[src/hw/acr_regs.svh]
// Offsets, field positions, select codes and reset values of the input configuration bank
`ifndef ACR_REGS_SVH
`define ACR_REGS_SVH

// ----------------------------------------------------------------
// Serial word layout
// ----------------------------------------------------------------
`define ACR_WORD_W          16
`define ACR_SEL_HI          15
`define ACR_SEL_LO          11
`define ACR_FIELD_HI        10
`define ACR_FIELD_LO        3
`define ACR_CFG_FLAG_BIT    15
`define ACR_COMMON_REF_BIT  2
`define ACR_LAST_BIT_IDX    4'hF

// ----------------------------------------------------------------
// Register select codes
// ----------------------------------------------------------------
`define ACR_PAIR_UNIPOLAR_SELECT_CODE  5'h11
`define ACR_PAIR_BIPOLAR_SELECT_CODE   5'h12
`define ACR_UPPER_SCAN_SELECT_CODE     5'h14
`define ACR_LOWER_SCAN_SELECT_CODE     5'h15

// ----------------------------------------------------------------
// Reset values and masks of the stored images
// ----------------------------------------------------------------
`define ACR_PAIR_UNIPOLAR_RESET  16'h0000
`define ACR_PAIR_BIPOLAR_RESET   16'h0000
`define ACR_UPPER_SCAN_RESET     16'h0000
`define ACR_LOWER_SCAN_RESET     16'h0000
`define ACR_UNIPOLAR_KEEP_MASK   16'h07FC
`define ACR_FIELD_KEEP_MASK      16'h07F8
`define ACR_SHARED_COMMON_INPUT  4'hF

`endif

[src/hw/acr_pkg.sv]
// Types shared by the input configuration bank
package acr_pkg;

    // ----------------------------------------------------------------
    // Serial configuration word
    // ----------------------------------------------------------------
    typedef struct packed {
        logic [4:0] sel;
        logic [7:0] field;
        logic [2:0] low;
    } acr_word_t;

    // ----------------------------------------------------------------
    // Scan modes, one-hot
    // ----------------------------------------------------------------
    typedef enum logic [7:0] {
        ACR_SCAN_MANUAL     = 8'h01,
        ACR_SCAN_REPEAT     = 8'h02,
        ACR_SCAN_STD_INT    = 8'h04,
        ACR_SCAN_STD_EXT    = 8'h08,
        ACR_SCAN_UPPER_INT  = 8'h10,
        ACR_SCAN_UPPER_EXT  = 8'h20,
        ACR_SCAN_CUSTOM_INT = 8'h40,
        ACR_SCAN_CUSTOM_SCAN_EXTERNAL_CLOCK_MODE = 8'h80
    } acr_scan_mode_t;

    // ----------------------------------------------------------------
    // Resolved conversion
    // ----------------------------------------------------------------
    typedef enum logic [3:0] {
        ACR_CONV_SINGLE   = 4'h1,
        ACR_CONV_PAIR_UNI = 4'h2,
        ACR_CONV_PAIR_BIP = 4'h4,
        ACR_CONV_COMMON   = 4'h8
    } acr_conv_t;

    typedef struct packed {
        acr_conv_t  conv;
        logic       twosComplement;
        logic [3:0] posInput;
        logic [3:0] negInput;
    } acr_resolve_t;

    // ----------------------------------------------------------------
    // Serial receiver states
    // ----------------------------------------------------------------
    typedef enum logic [2:0] {
        ACR_RX_IDLE  = 3'h1,
        ACR_RX_SHIFT = 3'h2,
        ACR_RX_WAIT  = 3'h4
    } acr_rx_state_t;

endpackage

[src/hw/acr_input_config.sv]
// Input configuration register bank: serial write path, stored images and channel resolve
//
// Summary of operation
// - Word with select 10001 in bits 15:11 loads the pair-unipolar register.
// - Word with select 10010 in bits 15:11 loads the pair-bipolar register.
// - Word with select 10100 loads the upper scan enables, inputs 8 to 15.
// - Word with select 10101 loads the lower scan enables, inputs 0 to 7.
// - Unipolar bits 10..3 pick pseudo-differential per pair, pair 0/1 first; reset zero.
// - Unipolar, bipolar and common flag all clear give single-ended conversion.
// - Unipolar bit 2 refers inputs 0 to 14 to input 15; reset zero.
// - Bipolar bits 10..3 pick fully differential per pair, pair 0/1 first; reset zero.
// - Upper scan bits 10..3 enable inputs 15 down to 8; reset zero.
// - Lower scan bits 10..3 enable inputs 7 down to 0; reset zero.
// - Bipolar only, common clear: pair converted differentially, two's complement.
// - Unipolar only, common clear: pair converted, straight binary.
// - Unipolar and bipolar both set: unipolar wins, straight binary.
// - Common flag set: input against shared input 15, binary, pair bits ignored.
// - The same decode applies to every even/odd pair.
// - Channel field selects in non-custom modes; scan enables only in custom modes.
// - Config during conversion: data marked invalid until a mode-control word.
`timescale 1ns/1ps
`default_nettype none
`include "acr_regs.svh"

module acr_input_config (
    // Clock, reset, enable
    input  wire logic                 clk,
    input  wire logic                 rst,
    input  wire logic                 ce,
    // Serial pins
    input  wire logic                 sclk,
    input  wire logic                 csN,
    input  wire logic                 din,
    // Scan control and conversion engine
    input  wire acr_pkg::acr_scan_mode_t scanMode,
    input  wire logic [3:0]           channelSelectField,
    input  wire logic                 convBusy,
    // Stored register images
    output logic [15:0]               pairUnipolarConfig,
    output logic [15:0]               pairBipolarConfig,
    output logic [15:0]               upperScanEnable,
    output logic [15:0]               lowerScanEnable,
    // Resolved setup
    output acr_pkg::acr_resolve_t     resolved,
    output logic [15:0]               channelMask,
    output logic                      commonReferenceFlag,
    output logic                      dataInvalid,
    output logic                      modeWordStb
);
    import acr_pkg::*;

    // ----------------------------------------------------------------
    // Helpers
    // ----------------------------------------------------------------
    // Pair p of a stored image sits at bit 10-p
    function automatic logic pairBit(input logic [15:0] img, input logic [3:0] ch);
        logic [2:0] p;
        p = ch[3:1];
        pairBit = img[`ACR_FIELD_HI - 32'(p)];
    endfunction

    // Keeping only live field bits makes unused positions read as zero
    function automatic logic [15:0] fieldImage(input acr_word_t w, input logic [15:0] keep);
        fieldImage = w & keep;
    endfunction

    // ----------------------------------------------------------------
    // Pin synchronisers
    // ----------------------------------------------------------------
    // Two flops per pin keep a metastable level away from the receiver
    // Limitation: each sclk phase must span at least one clk rising edge or a bit is lost
    logic [2:0] syncA_q;
    logic [2:0] syncB_q;
    logic       sclkLast_q;

    always_ff @(posedge clk) begin
        if (rst) begin
            syncA_q    <= 3'h7;
            syncB_q    <= 3'h7;
            sclkLast_q <= 1'b1;
        end else if (ce) begin
            syncA_q    <= {sclk, csN, din};
            syncB_q    <= syncA_q;
            sclkLast_q <= syncB_q[2];
        end
    end

    logic sclkS;
    logic csNS;
    logic dinS;
    logic sclkRise;

    assign sclkS    = syncB_q[2];
    assign csNS     = syncB_q[1];
    assign dinS     = syncB_q[0];
    assign sclkRise = sclkS && !sclkLast_q;

    // ----------------------------------------------------------------
    // Serial receiver
    // ----------------------------------------------------------------
    acr_rx_state_t state_q;
    acr_rx_state_t state_d;
    logic [15:0]   shift_q;
    logic [15:0]   shift_d;
    logic [3:0]    count_q;
    logic [3:0]    count_d;
    logic          wordDone;

    // Bits beyond sixteen in one frame are ignored until the frame ends
    // A frame cut before sixteen bits never raises wordDone, so nothing is written
    always_comb begin
        state_d  = state_q;
        shift_d  = shift_q;
        count_d  = count_q;
        wordDone = 1'b0;
        unique case (state_q)
            ACR_RX_IDLE: begin
                // Bit count restarts at every frame start
                count_d = 4'h0;
                if (!csNS) begin
                    state_d = ACR_RX_SHIFT;
                end
            end
            ACR_RX_SHIFT: begin
                if (csNS) begin
                    state_d = ACR_RX_IDLE;
                end else if (sclkRise) begin
                    shift_d = {shift_q[14:0], dinS};
                    count_d = count_q + 4'h1;
                    if (count_q == `ACR_LAST_BIT_IDX) begin
                        wordDone = 1'b1;
                        state_d  = ACR_RX_WAIT;
                    end
                end
            end
            ACR_RX_WAIT: begin
                // Surplus bits are dropped here until chip select rises
                if (csNS) begin
                    state_d = ACR_RX_IDLE;
                end
            end
            default: begin
                state_d = ACR_RX_IDLE;
            end
        endcase
    end

    always_ff @(posedge clk) begin
        if (rst) begin
            state_q <= ACR_RX_IDLE;
            shift_q <= 16'h0000;
            count_q <= 4'h0;
        end else if (ce) begin
            state_q <= state_d;
            shift_q <= shift_d;
            count_q <= count_d;
        end
    end

    // ----------------------------------------------------------------
    // Register bank write decode
    // ----------------------------------------------------------------
    acr_word_t   word;
    logic [15:0] uni_q;
    logic [15:0] uni_d;
    logic [15:0] bip_q;
    logic [15:0] bip_d;
    logic [15:0] upper_q;
    logic [15:0] upper_d;
    logic [15:0] lower_q;
    logic [15:0] lower_d;
    logic        invalid_q;
    logic        invalid_d;
    logic        modeStb_q;
    logic        modeStb_d;

    // The sixteenth bit comes straight from the synchroniser to save a cycle
    assign word = acr_word_t'({shift_q[14:0], dinS});

    // Config during a conversion spoils later data until a mode word arrives
    always_comb begin
        uni_d     = uni_q;
        bip_d     = bip_q;
        upper_d   = upper_q;
        lower_d   = lower_q;
        invalid_d = invalid_q;
        modeStb_d = 1'b0;
        if (wordDone) begin
            if (!word.sel[4]) begin
                // Mode-control word revalidates the data path
                invalid_d = 1'b0;
                modeStb_d = 1'b1;
            end else begin
                if (convBusy) begin
                    invalid_d = 1'b1;
                end
                unique case (word.sel)
                    `ACR_PAIR_UNIPOLAR_SELECT_CODE:
                        uni_d = fieldImage(word, `ACR_UNIPOLAR_KEEP_MASK);
                    `ACR_PAIR_BIPOLAR_SELECT_CODE:
                        bip_d = fieldImage(word, `ACR_FIELD_KEEP_MASK);
                    `ACR_UPPER_SCAN_SELECT_CODE:
                        upper_d = fieldImage(word, `ACR_FIELD_KEEP_MASK);
                    `ACR_LOWER_SCAN_SELECT_CODE:
                        lower_d = fieldImage(word, `ACR_FIELD_KEEP_MASK);
                    default: begin
                        // Other codes belong to neighbouring registers
                        uni_d = uni_q;
                    end
                endcase
            end
        end
    end

    always_ff @(posedge clk) begin
        if (rst) begin
            uni_q     <= `ACR_PAIR_UNIPOLAR_RESET;
            bip_q     <= `ACR_PAIR_BIPOLAR_RESET;
            upper_q   <= `ACR_UPPER_SCAN_RESET;
            lower_q   <= `ACR_LOWER_SCAN_RESET;
            invalid_q <= 1'b0;
            modeStb_q <= 1'b0;
        end else if (ce) begin
            uni_q     <= uni_d;
            bip_q     <= bip_d;
            upper_q   <= upper_d;
            lower_q   <= lower_d;
            invalid_q <= invalid_d;
            modeStb_q <= modeStb_d;
        end
    end

    // ----------------------------------------------------------------
    // Channel resolve
    // ----------------------------------------------------------------
    // Registered one cycle behind the images so every output is a flop
    acr_resolve_t res_q;
    acr_resolve_t res_d;
    logic [15:0]  mask_q;
    logic [15:0]  mask_d;
    logic         custom;

    // Scan enables matter only in the two custom scan modes
    assign custom = (scanMode == ACR_SCAN_CUSTOM_INT) || (scanMode == ACR_SCAN_CUSTOM_SCAN_EXTERNAL_CLOCK_MODE);

    // Priority: common flag, then unipolar, then bipolar, else single-ended
    always_comb begin
        res_d.posInput = channelSelectField;
        res_d.negInput = 4'h0;
        res_d.twosComplement = 1'b0;
        res_d.conv = ACR_CONV_SINGLE;
        if (uni_q[`ACR_COMMON_REF_BIT]) begin
            res_d.conv     = ACR_CONV_COMMON;
            res_d.negInput = `ACR_SHARED_COMMON_INPUT;
        end else if (pairBit(uni_q, channelSelectField)) begin
            // Unipolar takes precedence over bipolar
            res_d.conv     = ACR_CONV_PAIR_UNI;
            res_d.posInput = {channelSelectField[3:1], 1'b0};
            res_d.negInput = {channelSelectField[3:1], 1'b1};
        end else if (pairBit(bip_q, channelSelectField)) begin
            res_d.conv           = ACR_CONV_PAIR_BIP;
            res_d.twosComplement = 1'b1;
            res_d.posInput       = {channelSelectField[3:1], 1'b0};
            res_d.negInput       = {channelSelectField[3:1], 1'b1};
        end
        if (custom) begin
            // Input 15 at field bit 7 of the upper image
            mask_d = {upper_q[`ACR_FIELD_HI:`ACR_FIELD_LO],
                      lower_q[`ACR_FIELD_HI:`ACR_FIELD_LO]};
        end else begin
            mask_d = 16'h0001 << channelSelectField;
        end
    end

    always_ff @(posedge clk) begin
        if (rst) begin
            res_q  <= '{conv: ACR_CONV_SINGLE, twosComplement: 1'b0,
                        posInput: 4'h0, negInput: 4'h0};
            mask_q <= 16'h0001;
        end else if (ce) begin
            res_q  <= res_d;
            mask_q <= mask_d;
        end
    end

    // ----------------------------------------------------------------
    // Outputs
    // ----------------------------------------------------------------
    assign pairUnipolarConfig  = uni_q;
    assign pairBipolarConfig   = bip_q;
    assign upperScanEnable     = upper_q;
    assign lowerScanEnable     = lower_q;
    assign resolved            = res_q;
    assign channelMask         = mask_q;
    // The flag mirrors the stored bit, a cycle ahead of the resolved setup
    assign commonReferenceFlag = uni_q[`ACR_COMMON_REF_BIT];
    assign dataInvalid         = invalid_q;
    assign modeWordStb         = modeStb_q;

endmodule // acr_input_config

`default_nettype wire

[config.mk]
export PLATFORM = sky130hd
export DESIGN_NAME = acr_input_config
export DESIGN_NICKNAME = d
export VERILOG_FILES = /design/src/hw/acr_pkg.sv /design/src/hw/acr_input_config.sv
export VERILOG_INCLUDE_DIRS = /design/src /design/src/hw
export SDC_FILE = /design/constraint.sdc
export NUM_CORES = 1
export LEC_CHECK = 0
export BUFFER_PORTS_ARGS = -buffer_cell sky130_fd_sc_hd__buf_2
export CAP_MARGIN = 15
export CORE_UTILIZATION = 40
export CTS_CLUSTER_DIAMETER = 120
export DETAILED_ROUTE_END_ITERATION = 12
export PLACE_DENSITY = 0.62
export SYNTH_ARGS = -nofsm -noshare
export SYNTH_HDL_FRONTEND = slang
export SYNTH_SLANG_ARGS = --single-unit
[constraint.sdc]
create_clock -name clk -period 2.2 [get_ports clk]
set_input_delay 0.11 -clock clk [delete_from_list [all_inputs] [get_ports clk]]
set_output_delay 0.11 -clock clk [all_outputs]
set_load 0.1 [all_outputs]
==> impl_metrics.env, run 1 <==
export IMPL_startpoint_type="flop"
export IMPL_comb_power_share_pct=17.7
export IMPL_crit_family="simple AND/OR/NAND/NOR gates"
export IMPL_yosys_top_cells_area="dfxtp_1 43%, mux2i_1 15%, nor2_1 6.8%, buf_4 5.8%, nand2_1 4.6%"
export IMPL_dpl_hpwl_um=7316
export IMPL_required_ns=2.45
export IMPL_power_switching_w=0.001130
export IMPL_crit_path_end_kind="flop"
export IMPL_ys_seq_area_share_pct=43.03
export IMPL_clkPwrFrac_pct=34.3
export IMPL_min_path_type="input pin to flop"
export IMPL_numCtsBuffers=9
export IMPL_cts_tree="yes"
export IMPL_slowest_delay_ns=0.39
export IMPL_ys_ff_latch=92
export IMPL_fin_skew_ns=0.01675
export IMPL_antenna_cells=0
export IMPL_p_per_area_nw_per_um2=725.0
export IMPL_layout_min_cycle_time_ns=1.943
export IMPL_slowest_stage="nor4_4"
export IMPL_cts_setup_buffers=0
export IMPL_synth_edf_count=0
export IMPL_gp_congestion=0.8621
export IMPL_arrival_ns=2.19
export IMPL_placed_cell_area_um2=4695
export IMPL_synthDistinctLibCells=53
export IMPL_ctsResizeCount=0
export IMPL_drc_errors=0
export IMPL_cp_num_buf_inv=1
export IMPL_cp_max_fo=8
export IMPL_synth_top_area_share_pct=43.03
export IMPL_drive_gt1_share_pct=21.48
export IMPL_io_pin_count=115
export IMPL_start_util_pct=41.28
export IMPL_wl_um=10220
export IMPL_yosys_area_top_type="dfxtp_1"
export IMPL_maxSlewViolCount=0
export IMPL_most_common_layout_cells="92 x dfxtp_1, 83 x buf_2, 77 x nor2_1"
export IMPL_grt_pass1_vias=3184
export IMPL_grt_max_degree=59
export IMPL_max_cap_violations=0
export IMPL_grt_overflow=0
export IMPL_die_area_um2=11120
export IMPL_areaGrowthSynthToFinish_pct=15.32
export IMPL_worstMarginPinSlew_ns=0.5801
export IMPL_timing_fmax_mhz=514.8
export IMPL_track_usage_pct=18.70
export IMPL_outcome="completed"
export IMPL_fin_tns_setup_ns=0
export IMPL_avgRoutedWirePerCell_um=14.81
export IMPL_synth_ff_type="dfxtp_1"
export IMPL_setup_violations=0
export IMPL_drtIter0Drc=120
export IMPL_core_rowCount=37
export IMPL_hold_ws_ns=0.07129
export IMPL_finalInstanceArea_um2=4936
export IMPL_port_buffers=83
export IMPL_period_share_pct=88.30
export IMPL_critical_path_cell_chain="ha_1 > nand3_1 > nor4_4 > and3b_1 > buf_4 > mux2i_1 > nor2_1"
export IMPL_internal_power_w=0.002449
export IMPL_antenna_found_initial=0
export IMPL_clk_latency_ns=0.36
export IMPL_syn_inst=475
export IMPL_seq_power_share_pct=47.9
export IMPL_clockBufferDepth=2
export IMPL_layout_commonest_cell="dfxtp_1"
export IMPL_fin_nets=572
export IMPL_clkTransAtPathRegs_ns=0.09
export IMPL_crit_type="flop to flop"
export IMPL_die_w_um=105.4
export IMPL_rsz0062_at_grt="no"
export IMPL_cts_max_level=3
export IMPL_ant_nets=0
export IMPL_cts_root_buf="clkbuf_8"
export IMPL_synth_avg_cell_area_um2=9.011
export IMPL_die_h_um=105.4
export IMPL_p_sw_share_pct=31.58
export IMPL_leakage_nw=2.378
export IMPL_core_area_um2=10370
export IMPL_fin_util_pct=47.60
export IMPL_vias_per_cell=5.067
export IMPL_dr_pass1_iters=4
export IMPL_hold_viol_final=0
export IMPL_vias=3496
export IMPL_ys_async_sr_fraction_pct=0
export IMPL_relSlewSlack_pct=61.33
export IMPL_synth_cell_area_um2=4280
export IMPL_synth_warnings=0
export IMPL_numClockSinks=92
export IMPL_ir_drop_mv=0.2650
export IMPL_grt_pass1_wl_um=16330
## metrics by stage
step | setup slack [ns] | std cells | power [W]
floorplan | 0.08732 | 505 | 0.002350
global placement | 0.1725 | 673 | 0.002380
detailed placement | 0.08736 | 673 | 0.002385
CTS | 0.2608 | 690 | 0.003610
global route | 0.1444 | 690 | 0.003709
finish | 0.2574 | 690 | 0.003579
## state kept, by name, summed over array words and instances (netlist names), 3 cells and up
| signal | flops |
|---|---|
| pairBipolarConfig | 8 |
| state_q | 3 |
| count_q | 4 |
| pairUnipolarConfig | 9 |
| syncA_q | 3 |
| lowerScanEnable | 8 |
| resolved | 12 |
| channelMask | 16 |
| upperScanEnable | 8 |
| syncB_q | 3 |
| shift_q | 15 |
## power groups by stage
stage / Combinational [W] / Clock, W / Sequential (W)
floorplan: 0.000419 / 0 / 0.00193
global placement: 0.000627 / 0 / 0.00175
detailed placement: 0.000631 / 0 / 0.00175
CTS: 0.000636 / 0.00126 / 0.00172
global route: 0.000662 / 0.00133 / 0.00172
finish: 0.000635 / 0.00123 / 0.00171
## path summary, 6_finish.rpt
check,from,to,slack (ns),cells past startpoint
worst max-delay path,count_q[0],upperScanEnable[4],0.26,7
worst max register to register,count_q[0],upperScanEnable[4],0.26,7
worst min-delay path,convBusy,dataInvalid,0.07,3
worst min register to register,syncB_q[0],shift_q[0],0.45,2
## cell usage after synthesis, types with 4 or more instances
master	count
clkbuf_1	17
o21ai_0	4
nand2b_1	6
nor2_1	77
nand3_1	4
inv_1	5
dfxtp_1	92
buf_2	9
buf_4	33
a21oi_1	20
a211oi_1	21
mux2i_1	65
nor3_1	9
nand2_1	53
## cells by family after synthesis
family / share of synthesized area, %
muxes: 16.78
buffers and inverters: 9.559
AOI/OAI and AO/OA: 9.705
adders and majority gates: 0.5845
xor gates and xnor gates: 0.8186
DFF: 43.03
other: 0.08761
and+or+nand+nor: 19.44
## worst register-to-register path: cells and delay by family, from the launching register on
| kind | cells | cell delay [ns] |
|---|---|---|
| and+or+nand+nor | 4 | 0.85 |
| adders and majority gates | 1 | 0.18 |
| DFF | 1 | 0.38 |
| buffers and inverters | 1 | 0.19 |
| muxes | 1 | 0.23 |
## cell type report
class,count,area [um2]
flip-flops and latches,92,1842
multi-input cells,344,2142
clock buffers,10,137.6
repair buffers,98,548.0
fillers,1013,5434
inverters,6,22.52
well taps,136,170.2
clock inverters,4,73.82
## what timing repair did
| action | CTS | global route |
|---|---|---|
| hold buffers | 3 | 0 |
| endpoints found under the setup margin | 0 | 0 |
| hold endpoints to repair | 3 | 0 |
## metal layers
| layer | global-route usage, % | share of wire, % |
|---|---|---|
| met3 | 3.340 | 5.4 |
| met4 | 5.835 | 1.4 |
| met5 | 0 | 0 |
| met2 | 31.72 | 49 |
| met1 | 24.03 | 44 |
Power figures use the tool's default switching activity.
==> run 2: changes to the inputs <==
Settings changed: GPL_TIMING_DRIVEN set to 0.
==> impl_metrics.env, run 2 (same netlist as run 1, synthesis figures left out) <==
export IMPL_hold_buffers=3
export IMPL_most_common_layout_cells="92 x dfxtp_1, 88 x buf_2, 77 x nor2_1"
export IMPL_seq_area_um2=1842
export IMPL_setup_violations=0
export IMPL_timing_fmax_mhz=512.5
export IMPL_startpoint_type="flop"
export IMPL_fin_util_pct=49.89
export IMPL_period_share_pct=88.70
export IMPL_vias=3635
export IMPL_cp_num_buf_inv=1
export IMPL_internal_power_w=0.002278
export IMPL_relSlewSlack_pct=48.18
export IMPL_fin_skew_ns=0.01058
export IMPL_critical_path_cell_chain="ha_1 > nand3_1 > nor4_4 > and3b_1 > buf_6 > mux2i_1 > nor2_1"
export IMPL_io_pin_count=115
export IMPL_required_ns=2.45
export IMPL_slowest_stage="nor4_4"
export IMPL_clkPwrFrac_pct=31.0
export IMPL_outcome="completed"
export IMPL_seq_power_share_pct=49.2
export IMPL_antenna_cells=0
export IMPL_rsz0062_at_grt="no"
export IMPL_arrival_ns=2.20
export IMPL_gp_congestion=0.8192
export IMPL_crit_type="flop to flop"
export IMPL_comb_power_share_pct=19.8
export IMPL_p_per_area_nw_per_um2=673.8
export IMPL_drive_gt1_share_pct=24.71
export IMPL_numCtsBuffers=9
export IMPL_wl_um=10810
export IMPL_layout_min_cycle_time_ns=1.951
export IMPL_crit_path_end_kind="flop"
export IMPL_dr_pass1_iters=4
export IMPL_drc_errors=0
export IMPL_multi_input_area_um2=2142
export IMPL_grt_pass1_wl_um=17130
export IMPL_layout_commonest_cell="dfxtp_1"
export IMPL_cts_tree="yes"
export IMPL_finalWorstSetupSlack_ns=0.2486
export IMPL_cts_max_level=3
export IMPL_vias_per_cell=4.919
export IMPL_avgRoutedWirePerCell_um=14.63
export IMPL_worstMarginPinSlew_ns=0.7773
export IMPL_power_switching_w=0.001208
export IMPL_cts_setup_buffers=0
export IMPL_track_usage_pct=19.82
export IMPL_preCtsSetupSlack_ns=0.05606
export IMPL_core_rowCount=37
export IMPL_ir_drop_mv=0.3029
export IMPL_leakage_nw=2.531
export IMPL_core_area_um2=10370
export IMPL_fillCellCount=1048
export IMPL_ctsResizeCount=0
export IMPL_crit_family="simple AND/OR/NAND/NOR gates"
export IMPL_die_w_um=105.4
export IMPL_numClockSinks=92
export IMPL_die_h_um=105.4
export IMPL_port_buffers=79
export IMPL_grt_max_degree=17
export IMPL_clockBufferDepth=2
export IMPL_antenna_found_initial=0
export IMPL_cp_max_fo=8
export IMPL_clk_latency_ns=0.37
export IMPL_ant_nets=0
export IMPL_fin_nets=619
export IMPL_slowest_delay_ns=0.39
export IMPL_areaGrowthSynthToFinish_pct=20.87
export IMPL_fin_tns_setup_ns=0
export IMPL_start_util_pct=41.28
export IMPL_cts_root_buf="clkbuf_8"
export IMPL_drtIter0Drc=169
export IMPL_hold_viol_final=0
export IMPL_grt_pass1_vias=3332
export IMPL_min_path_type="input pin to flop"
export IMPL_maxSlewViolCount=0
export IMPL_grt_overflow=0
export IMPL_p_sw_share_pct=34.65
export IMPL_die_area_um2=11120
export IMPL_largest_reg_flops=16
export IMPL_dpl_hpwl_um=8009
export IMPL_max_cap_violations=0
export IMPL_clkTransAtPathRegs_ns=0.10
run 2: routing by layer:
| metal | wire [um] | vias to the layer above | track usage, % |
|---|---|---|---|
| met5 | 0 | - | 0 |
| met4 | 150 | 0 | 6.137 |
| met3 | 508 | 12 | 3.834 |
| met2 | 5124 | 107 | 33.55 |
| met1 | 5026 | 1698 | 25.41 |
| li1 | - | 1818 | - |
run 2: power by group through the flow:
| stage | Combinational [W] | Sequential [W] | Clock [W] |
|---|---|---|---|
| after floorplan | 0.000419 | 0.00193 | 0 |
| after global placement | 0.000682 | 0.00175 | 0 |
| after detailed placement | 0.000686 | 0.00175 | 0 |
| after CTS | 0.000691 | 0.00171 | 0.00110 |
| after global routing | 0.000721 | 0.00172 | 0.00117 |
| final | 0.000691 | 0.00171 | 0.00108 |
run 2: path summary, 6_finish.rpt:
check | start | to | slack, ns | cells after the start
worst max-delay path | count_q[0] | upperScanEnable[7] | 0.25 | 7
worst min-delay path | convBusy | dataInvalid | 0.07 | 3
worst max register to register | count_q[0] | upperScanEnable[7] | 0.25 | 7
worst min register to register | shift_q[0] | shift_q[0] | 0.46 | 2
run 2: worst min-delay path, delay by kind of cell:
kind / cells / cell delay [ns]
buf+inv: 1 / 0.10
simple gates: 1 / 0.06
compound gates: 1 / 0.12
run 2: layout make-up:
class                   count  share of cell area (%)
inverters                   6                  0.4353
plain buffers              63                   7.473
multi-input cells         344                   41.40
flip-flops and latches     92                   35.60
repair buffers             82                   8.222
clock buffers              10                   2.660
well taps                 136                   3.289
clock inverters             6                  0.9190
run 2: metrics by stage:
| step | hold slack [ns] | power (W) | cell area (um2) | std cells |
|---|---|---|---|---|
| after floorplan | 0.2384 | 0.002350 | 4393 | 505 |
| after global placement | 0.3263 | 0.002434 | 4959 | 720 |
| after detailed placement | 0.3327 | 0.002439 | 4959 | 720 |
| after CTS | 0.07092 | 0.003509 | 5174 | 739 |
| after global routing | 0.08464 | 0.003610 | 5174 | 739 |
| final | 0.07382 | 0.003486 | 5174 | 739 |
==> run 3: changes to the inputs <==
--- a/config.mk
+++ b/config.mk
@@ -13,5 +13,5 @@
 export DETAILED_ROUTE_END_ITERATION = 12
 export GPL_TIMING_DRIVEN = 0
-export PLACE_DENSITY = 0.62
+export PLACE_DENSITY = 0.64
 export SYNTH_ARGS = -nofsm -noshare
 export SYNTH_HDL_FRONTEND = slang
==> constraint.sdc (replaced) <==
create_clock -name clk -period 2.2 [get_ports clk]
set_input_delay 0.11 -clock clk [delete_from_list [all_inputs] [get_ports clk]]
set_output_delay 0.11 -clock clk [all_outputs]
set_load 0.05 [all_outputs]
==> impl_metrics.env, run 3 (same netlist as run 1, synthesis figures left out) <==
export IMPL_startpoint_type="flop"
export IMPL_multi_input_area_um2=2142
export IMPL_clockBufferDepth=2
export IMPL_io_pin_count=115
export IMPL_core_rowCount=37
export IMPL_grt_overflow=0
export IMPL_max_cap_violations=0
export IMPL_rsz0062_at_grt="no"
export IMPL_period_share_pct=88.72
export IMPL_fin_tns_setup_ns=0
export IMPL_largest_reg_flops=16
export IMPL_layout_min_cycle_time_ns=1.952
export IMPL_gp_congestion=0.8213
export IMPL_layout_commonest_cell="dfxtp_1"
export IMPL_seq_area_um2=1842
export IMPL_ctsResizeCount=0
export IMPL_crit_path_end_kind="flop"
export IMPL_core_area_um2=10370
export IMPL_wl_um=10700
export IMPL_drive_gt1_share_pct=24.58
export IMPL_antenna_found_initial=0
export IMPL_grt_pass1_wl_um=16830
export IMPL_cts_setup_buffers=0
export IMPL_drc_errors=0
export IMPL_areaGrowthSynthToFinish_pct=21.46
export IMPL_drtIter0Drc=144
export IMPL_cp_max_fo=8
export IMPL_track_usage_pct=19.60
export IMPL_leakage_nw=2.539
export IMPL_maxSlewViolCount=0
export IMPL_setup_violations=0
export IMPL_min_path_type="input pin to flop"
export IMPL_die_w_um=105.4
export IMPL_antenna_cells=0
export IMPL_die_area_um2=11120
export IMPL_slowest_stage="dfxtp_1"
export IMPL_crit_type="flop to flop"
export IMPL_dr_pass1_iters=4
export IMPL_worstMarginPinSlew_ns=0.7461
export IMPL_ant_nets=0
export IMPL_slowest_delay_ns=0.38
export IMPL_grt_pass1_vias=3356
export IMPL_relSlewSlack_pct=50.26
export IMPL_critical_path_cell_chain="ha_1 > nand3_1 > nor4_4 > and3b_1 > buf_6 > mux2i_1 > nor2_1"
export IMPL_grt_max_degree=15
export IMPL_cts_tree="yes"
export IMPL_ir_drop_mv=0.2672
export IMPL_fin_skew_ns=0.006536
export IMPL_avgRoutedWirePerCell_um=14.50
export IMPL_die_h_um=105.4
export IMPL_cts_root_buf="clkbuf_8"
export IMPL_start_util_pct=41.28
export IMPL_vias=3595
export IMPL_port_buffers=79
export IMPL_fillCellCount=997
export IMPL_outcome="completed"
export IMPL_clk_latency_ns=0.36
export IMPL_vias_per_cell=4.871
export IMPL_clkTransAtPathRegs_ns=0.08
export IMPL_numCtsBuffers=9
export IMPL_cts_max_level=3
export IMPL_required_ns=2.44
export IMPL_hold_ws_ns=0.05882
export IMPL_hold_viol_final=0
export IMPL_timing_fmax_mhz=512.3
export IMPL_p_per_area_nw_per_um2=652.1
export IMPL_most_common_layout_cells="92 x dfxtp_1, 88 x buf_2, 77 x nor2_1"
export IMPL_arrival_ns=2.19
export IMPL_dpl_hpwl_um=8092
export IMPL_fin_nets=619
export IMPL_numClockSinks=92
-- run 3: worst paths after layout --
check             start                 end  slack [ns]  cells past startpoint
max reg2reg  count_q[0]  upperScanEnable[3]        0.25                      7
min reg2reg  syncB_q[0]          shift_q[0]        0.47                      2
max          count_q[0]  upperScanEnable[3]        0.25                      7
min            convBusy         dataInvalid        0.06                      3
-- run 3: cell type report --
cell class,instances,area share [%]
buffer,63,7.437
clock buffer,12,3.177
clock inverter,3,0.8664
inverter,6,0.4332
multi-input combinational,344,41.20
sequential,92,35.43
tap,136,3.273
timing repair buffer,82,8.183
-- run 3: critical path: cells and delay by family (launching register included) --
| kind | cells | cell delay, ns |
|---|---|---|
| mux | 1 | 0.20 |
| flops | 1 | 0.38 |
| simple gates | 4 | 0.90 |
| fa+ha+maj | 1 | 0.18 |
| buf+inv | 1 | 0.17 |
-- run 3: through the flow --
| step | power, W | util (%) | setup WS (ns) | area (um2) | std cells |
|---|---|---|---|---|---|
| 2_1_floorplan | 0.002142 | - | 0.4335 | 4393 | 505 |
| 3_3_place_gp | 0.002224 | 47.82 | 0.1003 | 4959 | 720 |
| 3_5_place_dp | 0.002230 | 47.82 | 0.04982 | 4959 | 720 |
| 4_1_cts | 0.003410 | 50.13 | 0.2455 | 5199 | 738 |
| 5_1_grt | 0.003517 | 50.13 | 0.1413 | 5199 | 738 |
| 6_report | 0.003390 | 50.13 | 0.2481 | 5199 | 738 |
-- run 3: timing repair --
| action | 4_1_cts | 5_1_grt |
|---|---|---|
| setup endpoints to repair | 0 | 0 |
| hold buffers | 3 | 0 |
| hold endpoints to repair | 3 | 0 |
-- run 3: power breakdown --
group,internal [W],switching (W),total [W]
Sequential,0.00170,0.0000179,0.00171
Combinational,0.000132,0.000351,0.000483
Clock,0.000612,0.000582,0.00119
-- run 3: per-layer routing --
layer / track usage [%] / up-vias / wire (um)
li1: - / 1814 / -
met1: 24.55 / 1670 / 4857
met2: 32.85 / 104 / 5141
met3: 4.638 / 7 / 594
met4: 6.841 / 0 / 106
met5: 0 / - / 0
